--- src/inc/cbu_pkg.sv ---
// Overview of operation
// - Carry clear or set selects same-or-higher, lower.
// - Signed greater-or-equal taken when N xor V zero.
// - Signed less-than taken when N xor V one.
// - Half-carry set branch redirects when H one.
// - Half-carry clear branch redirects when H zero.
// - Transfer-set branch taken when T is one.
// - Transfer-clear branch taken when T zero, no flags.
// - Overflow-set branch taken when V is one.
// - Overflow-clear branch taken when V is zero.
// - Interrupt-enabled branch taken when I is one.
// - Interrupt-disabled branch taken when I is zero.
// - Generic set/clear forms test any flag bit; index 4 tests N xor V, not the stored bit.
package cbu_pkg;

    // Conditional branch opcode: top five bits fixed, bit 10 picks set or clear test.
    localparam logic [15:0] CBU_BR_MASK  = 16'hF800;
    localparam logic [15:0] CBU_BR_MATCH = 16'hF000;

    // Field positions inside the instruction word.
    localparam int CBU_POL_BIT = 10;
    localparam int CBU_K_MSB   = 9;
    localparam int CBU_K_LSB   = 3;
    localparam int CBU_K_W     = 7;
    localparam int CBU_S_MSB   = 2;
    localparam int CBU_S_LSB   = 0;

    // Bit indices of the status flags register.
    localparam logic [2:0] CBU_FLAG_C = 3'h0;
    localparam logic [2:0] CBU_FLAG_Z = 3'h1;
    localparam logic [2:0] CBU_FLAG_N = 3'h2;
    localparam logic [2:0] CBU_FLAG_V = 3'h3;
    localparam logic [2:0] CBU_FLAG_S = 3'h4;
    localparam logic [2:0] CBU_FLAG_H = 3'h5;
    localparam logic [2:0] CBU_FLAG_T = 3'h6;
    localparam logic [2:0] CBU_FLAG_I = 3'h7;

    // Default program counter width in bits; the counter addresses words.
    localparam int CBU_PC_W = 12;

    // Cycles from acceptance to completion.
    localparam int CBU_FALL_CYCLES  = 1;
    localparam int CBU_TAKEN_CYCLES = 2;

    // Sequencer states, one-hot.
    typedef enum logic [1:0]
    {
        CBU_ST_IDLE     = 2'h1,
        CBU_ST_REDIRECT = 2'h2
    } cbu_state_e;

endpackage

--- src/verilog/cbu_flag_test.sv ---
`timescale 1ns/1ns
module cbu_flag_test
    import cbu_pkg::*;
(
    // Flag snapshot and selection.
    input  wire logic [7:0] flags,
    input  wire logic [2:0] sel,
    input  wire logic       want_clear,
    // Result.
    output logic            hit
);
    // Selected bit value before polarity is applied.
    logic bit_val;

    // The sign bit is rebuilt from N xor V so the signed compare does not depend
    // on the core keeping its stored sign flag coherent.
    always_comb
    begin
        if (sel == CBU_FLAG_S)
        begin
            bit_val = flags[CBU_FLAG_N] ^ flags[CBU_FLAG_V];
        end
        else
        begin
            bit_val = flags[sel];
        end
        // A clear-test branch is taken on a zero bit, a set-test on a one bit.
        hit = bit_val ^ want_clear;
    end

endmodule

--- src/verilog/cbu_branch.sv ---
`timescale 1ns/1ns
module cbu_branch
    import cbu_pkg::*;
#(
    parameter int PC_W = cbu_pkg::CBU_PC_W
)
(
    // Clock and reset.
    input  wire logic            CLK,
    input  wire logic            SYS_RST,
    // Instruction offered by the fetch stage.
    input  wire logic            INSN_VALID,
    input  wire logic [15:0]     INSN,
    input  wire logic [PC_W-1:0] PC_CUR,
    // Status flags from the core.
    input  wire logic [7:0]      STATUS_FLAGS,
    // Answer to the program counter logic.
    output logic                 BUSY,
    output logic                 DONE,
    output logic                 PC_LOAD,
    output logic                 BR_TAKEN,
    output logic [PC_W-1:0]      PC_NEXT
);
    import cbu_pkg::*;

    // Current sequencer state.
    cbu_state_e      state;
    // Branch target held across the extra cycle of a taken branch.
    logic [PC_W-1:0] target;
    // Decoded fields of the offered instruction.
    logic            is_br;
    logic [2:0]      sel;
    logic            want_clear;
    logic [CBU_K_W-1:0] k;
    // Result of the flag test.
    logic            hit;
    // Candidate next program counters.
    logic [PC_W-1:0] next_target;
    logic [PC_W-1:0] next_fall;

    // Decode. An instruction offered while a redirect is pending is ignored,
    // since the core is told to stall by BUSY in that cycle.
    always_comb
    begin
        is_br      = INSN_VALID && ((INSN & CBU_BR_MASK) == CBU_BR_MATCH) && (state == CBU_ST_IDLE);
        sel        = INSN[CBU_S_MSB:CBU_S_LSB];
        want_clear = INSN[CBU_POL_BIT];
        k          = INSN[CBU_K_MSB:CBU_K_LSB];
    end

    // The flag test is one shared comparator for every condition; the named
    // branches are only particular bit and polarity choices of the generic form.
    cbu_flag_test u_flag_test
    (
        .flags      (STATUS_FLAGS),
        .sel        (sel),
        .want_clear (want_clear),
        .hit        (hit)
    );

    // Target arithmetic. The offset is sign extended so branches reach
    // backward as well as forward; the sum wraps at the program counter width.
    always_comb
    begin
        next_target = PC_CUR + {{(PC_W-CBU_K_W){k[CBU_K_W-1]}}, k} + PC_W'(1);
        next_fall   = PC_CUR + PC_W'(1);
    end

    // Sequencer. A taken branch spends one extra cycle in the redirect state,
    // which is the cost of the pipeline refill it causes.
    always_ff @(posedge CLK)
    begin
        if (SYS_RST)
        begin
            state <= CBU_ST_IDLE;
        end
        else
        begin
            case (state)
                CBU_ST_IDLE:
                begin
                    // Only a satisfied condition leaves idle.
                    if (is_br && hit)
                    begin
                        state <= CBU_ST_REDIRECT;
                    end
                end
                CBU_ST_REDIRECT:
                begin
                    // The redirect always completes in one cycle.
                    state <= CBU_ST_IDLE;
                end
                default:
                begin
                    // Recover from an illegal code.
                    state <= CBU_ST_IDLE;
                end
            endcase
        end
    end

    // Target capture, so the core may change PC_CUR during the extra cycle.
    always_ff @(posedge CLK)
    begin
        if (SYS_RST)
        begin
            target <= '0;
        end
        else if (is_br && hit)
        begin
            target <= next_target;
        end
    end

    // Stall request: high during the extra cycle of a taken branch.
    always_ff @(posedge CLK)
    begin
        if (SYS_RST)
        begin
            BUSY <= 1'b0;
        end
        else
        begin
            BUSY <= is_br && hit;
        end
    end

    // Completion pulse: one cycle after a fall-through, two after a taken branch.
    always_ff @(posedge CLK)
    begin
        if (SYS_RST)
        begin
            DONE <= 1'b0;
        end
        else
        begin
            DONE <= (is_br && !hit) || (state == CBU_ST_REDIRECT);
        end
    end

    // Load strobe and taken indication, both only at the end of a redirect.
    // No flag output exists at all, so the status register is never altered.
    always_ff @(posedge CLK)
    begin
        if (SYS_RST)
        begin
            PC_LOAD  <= 1'b0;
            BR_TAKEN <= 1'b0;
        end
        else
        begin
            PC_LOAD  <= (state == CBU_ST_REDIRECT);
            BR_TAKEN <= (state == CBU_ST_REDIRECT);
        end
    end

    // Next program counter: incremented value on fall-through, target on redirect.
    // It holds its last value otherwise, so it is only meaningful with DONE.
    always_ff @(posedge CLK)
    begin
        if (SYS_RST)
        begin
            PC_NEXT <= '0;
        end
        else if (state == CBU_ST_REDIRECT)
        begin
            PC_NEXT <= target;
        end
        else if (is_br && !hit)
        begin
            PC_NEXT <= next_fall;
        end
    end
endmodule

--- config.mk ---
export PLATFORM = sky130hd
export DESIGN_NAME = cbu_branch
export DESIGN_NICKNAME = d
export VERILOG_FILES = /design/src/inc/cbu_pkg.sv /design/src/verilog/cbu_flag_test.sv /design/src/verilog/cbu_branch.sv
export SDC_FILE = /design/constraint.sdc
export NUM_CORES = 1
export LEC_CHECK = 0
export BUFFER_PORTS_ARGS = -buffer_cell sky130_fd_sc_hd__buf_2
export CAP_MARGIN = 0
export CORE_MARGIN = 3
export CORE_UTILIZATION = 49
export CTS_BUF_LIST = sky130_fd_sc_hd__clkbuf_4
export CTS_CLUSTER_SIZE = 24
export DETAILED_ROUTE_END_ITERATION = 8
export GPL_TIMING_DRIVEN = 0
export PLACE_DENSITY = 0.76
export SYNTH_ARGS = -nofsm -noshare
export SYNTH_HDL_FRONTEND = slang
export SYNTH_HIERARCHICAL = 1
export SYNTH_SLANG_ARGS = --single-unit
--- constraint.sdc ---
create_clock -name CLK -period 2.5 [get_ports CLK]
set_input_delay 0.375 -clock CLK [delete_from_list [all_inputs] [get_ports CLK]]
set_output_delay 0.375 -clock CLK [all_outputs]
set_load 0.05 [all_outputs]
==> metrics.md <==
| Metric | Value |
|---|---|
| Nets | `328` |
| Num Clock Sinks | `29` |
| Syn avg cell area | `8.53 µm²` |
| Slew @ Worst Pin | `0.485 ns` |
| # fillers | `331` |
| Num CTS Buffers | `5` |
| Sequential fraction of the synthesis area | `31.5%` |
| Vias in the first global route | `1569` |
| Max FO, Critical Path | `10` |
| Die Span X | `67.3 µm` |
| Part of the cycle the worst path needs | `90.5%` |
| Root buffer cell | `clkbuf_4` |
| HP Class | `in2reg` |
| Hold Vio Cnt, Final | `0` |
| Post-CTS setup buffer count | `0` |
| H-tree levels | `2` |
| Final period demand of the worst path | `2.26 ns` |
| Buffer depth of the longest clock path | `2` |
| Design Power | `0.950 mW` |
| Die height | `67.3 µm` |
| Post-route ant nets | `0` |
| Skew-Pair Late Insertion Delay | `0.33 ns` |
| Initial antenna violation count | `0` |
| Worst setup margin | `0.238 ns` |
| Post-Syn Nets | `268` |
| Outcome | `finished clean` |
| # port buffers | `53` |
| First-pass GRT wire length | `7160 µm` |
| Synth async-reset ratio | `0%` |
| Final GP Congestion | `0.895` |
| Startpoint Class | `primary input` |
| 1st-iter DRT viols | `85` |
| Slew headroom | `67.2%` |
| Core Util, Final | `64.0%` |
| Syn Std Cell Area | `0.00184 mm²` |
| Die area | `0.00453 mm²` |
| VDD IR-drop max | `0.171 mV` |
| Max Clk Rate | `0.442 GHz` |
| Top_reg_cell synth | `dfxtp_1` |
| Syn Inst Count | `216` |
| Total core area | `0.00347 mm²` |
| Fin. max-slew vios | `0` |
| Total of max-cap violations | `0` |
| Post-synth top area cell | `dfxtp_1` |
| Pin count of the biggest net entering global routing | `11` |
| Final Skew | `0.00850 ns` |
| GRT Residual Overflow | `0` |
| CTS clk-pin slew, worst paths | `0.08 ns` |
| CP Capture Type | `register` |
| Wire per inst | `13.6 µm` |
| PwrDens | `428 mW/mm²` |
| Share of post-route cells with drive strength above 1 | `25.6%` |
| Commonest cells in the netlist | `dfxtp_1 (29), nand2_1 (24), a21oi_1 (23)` |
| Top cell type's share of synthesized area | `31.5%` |
| Most instantiated library cell after synthesis | `dfxtp_1` |
| Final setup violation count | `0` |
| RSZ-0062 raised after global routing | `false` |
| Area growth syn-to-layout | `20.5%` |
| CTS tree | `done` |
| Via count of the routed design | `1790` |
| Post-Route WL | `4390 µm` |
| Initial core utilization | `53.1%` |
| Leakage | `0.983 nW` |
| Register area | `581 µm²` |
| Row Count | `21` |
| Multi-input logic area | `0.00120 mm²` |
| #FFs+latches synth | `29` |
| Synth warnings | `6` |
| Area contributors post-synth | `dfxtp_1 (32%), ha_1 (8.1%), a21oi_1 (6.2%), a22oi_1 (4.9%), nand2_1 (4.9%)` |
| Critical path data required time | `2.75 ns` |
| Kind of critical path | `in2reg` |
| HPWL Detailed | `3550 µm` |
| I/O pin total | `55` |
| Hold buffers post-CTS | `0` |
| # diodes | `0` |
| Worst path arrival time | `2.52 ns` |
| Gr usage total | `21.0%` |
| Via density | `5.54` |
| PostCTS Resize Cnt | `0` |
| DR DRC count | `0` |
| Setup slack at placement | `-0.0835 ns` |
| Synth unique cells | `52` |
| EDFF count, synth | `0` |
| DR pass1 iterations | `4` |
-- final timing paths --
| path | startpoint | endpoint | depth (start not counted) | slack, ns |
|---|---|---|---|---|
| worst min-delay path | SYS_RST | target[8] | 3 | 0.38 |
| worst min register to register | PC_NEXT[7] | PC_NEXT[7] | 2 | 0.45 |
| worst max-delay path | INSN[2] | PC_NEXT[10] | 10 | 0.24 |
| worst max register to register | state[1] | PC_NEXT[10] | 6 | 0.64 |
-- cell families (layout without fill, tap and decap cells) --
family,Yosys count,count (layout),synth area share [%]
simple gates,76,76,21.9
compound gates,65,65,25.1
flops,29,29,31.5
xor+xnor,16,16,7.60
buf+inv,16,77,3.53
fa+ha+maj,13,13,9.23
mux,1,1,1.22
-- area by class of cell --
class	instances	share of cell area, %
multi-input combinational	171	53.9
sequential	29	26.1
timing repair buffer	53	11.9
tap	46	2.59
clock buffer	6	2.03
buffer	10	1.92
inverter	6	1.01
clock inverter	2	0.451
-- power by group --
part	switching, mW	total [mW]	internal, mW	leakage (nW)
sequential	0.00125	0.465	0.464	0.234
combinational	0.121	0.215	0.0943	0.714
clock	0.152	0.270	0.118	0.0354
-- worst max-delay path, stage by stage --
cell and delay (ns):
buf_2 0.12, mux4_2 0.50, nand2_1 0.12, o41ai_2 0.08, xor2_1 0.20, and3b_1 0.26, nor2_1 0.22, clkbuf_1 0.37
a22oi_1 0.11, a21oi_1 0.16
-- sequential cells by signal, summed over array words and instances (netlist names) --
signal / flops
target: 12
BR_TAKEN: 1
PC_NEXT: 12
BUSY: 1
DONE: 1
state: 2
-- per-layer routing --
layer  routed length [µm]  track usage, %  up-vias
li1                     -               -      923
met1                 2110            28.7      795
met2                 1890            32.1       66
met3                  326            4.66        6
met4                   63            7.59        0
met5                    0               0        -
-- cells in the final DEF (no fill, tap or decap), drive strengths merged, types with 7 or more instances in the layout --
master  netlist  layout
buf           3      56
dfxtp        29      29
nand2        24      24
a21oi        24      24
clkbuf        7      13
a22oi        12      12
ha           12      12
nor2         11      11
nand3         9       9
xor2          9       9
xnor2         7       7
-- metrics by stage --
step / hold slack, ns / instance area (µm²) / setup TNS, ns / std cells
after floorplan: 0.432 / 1840 / 0 / 216
after global placement: 0.437 / 2170 / -0.275 / 315
after detailed placement: 0.443 / 2170 / -0.433 / 315
after CTS: 0.374 / 2220 / 0 / 323
after global routing: 0.400 / 2220 / 0 / 323
final: 0.384 / 2220 / 0 / 323
Note: power is estimated with default switching activity, not from simulation.
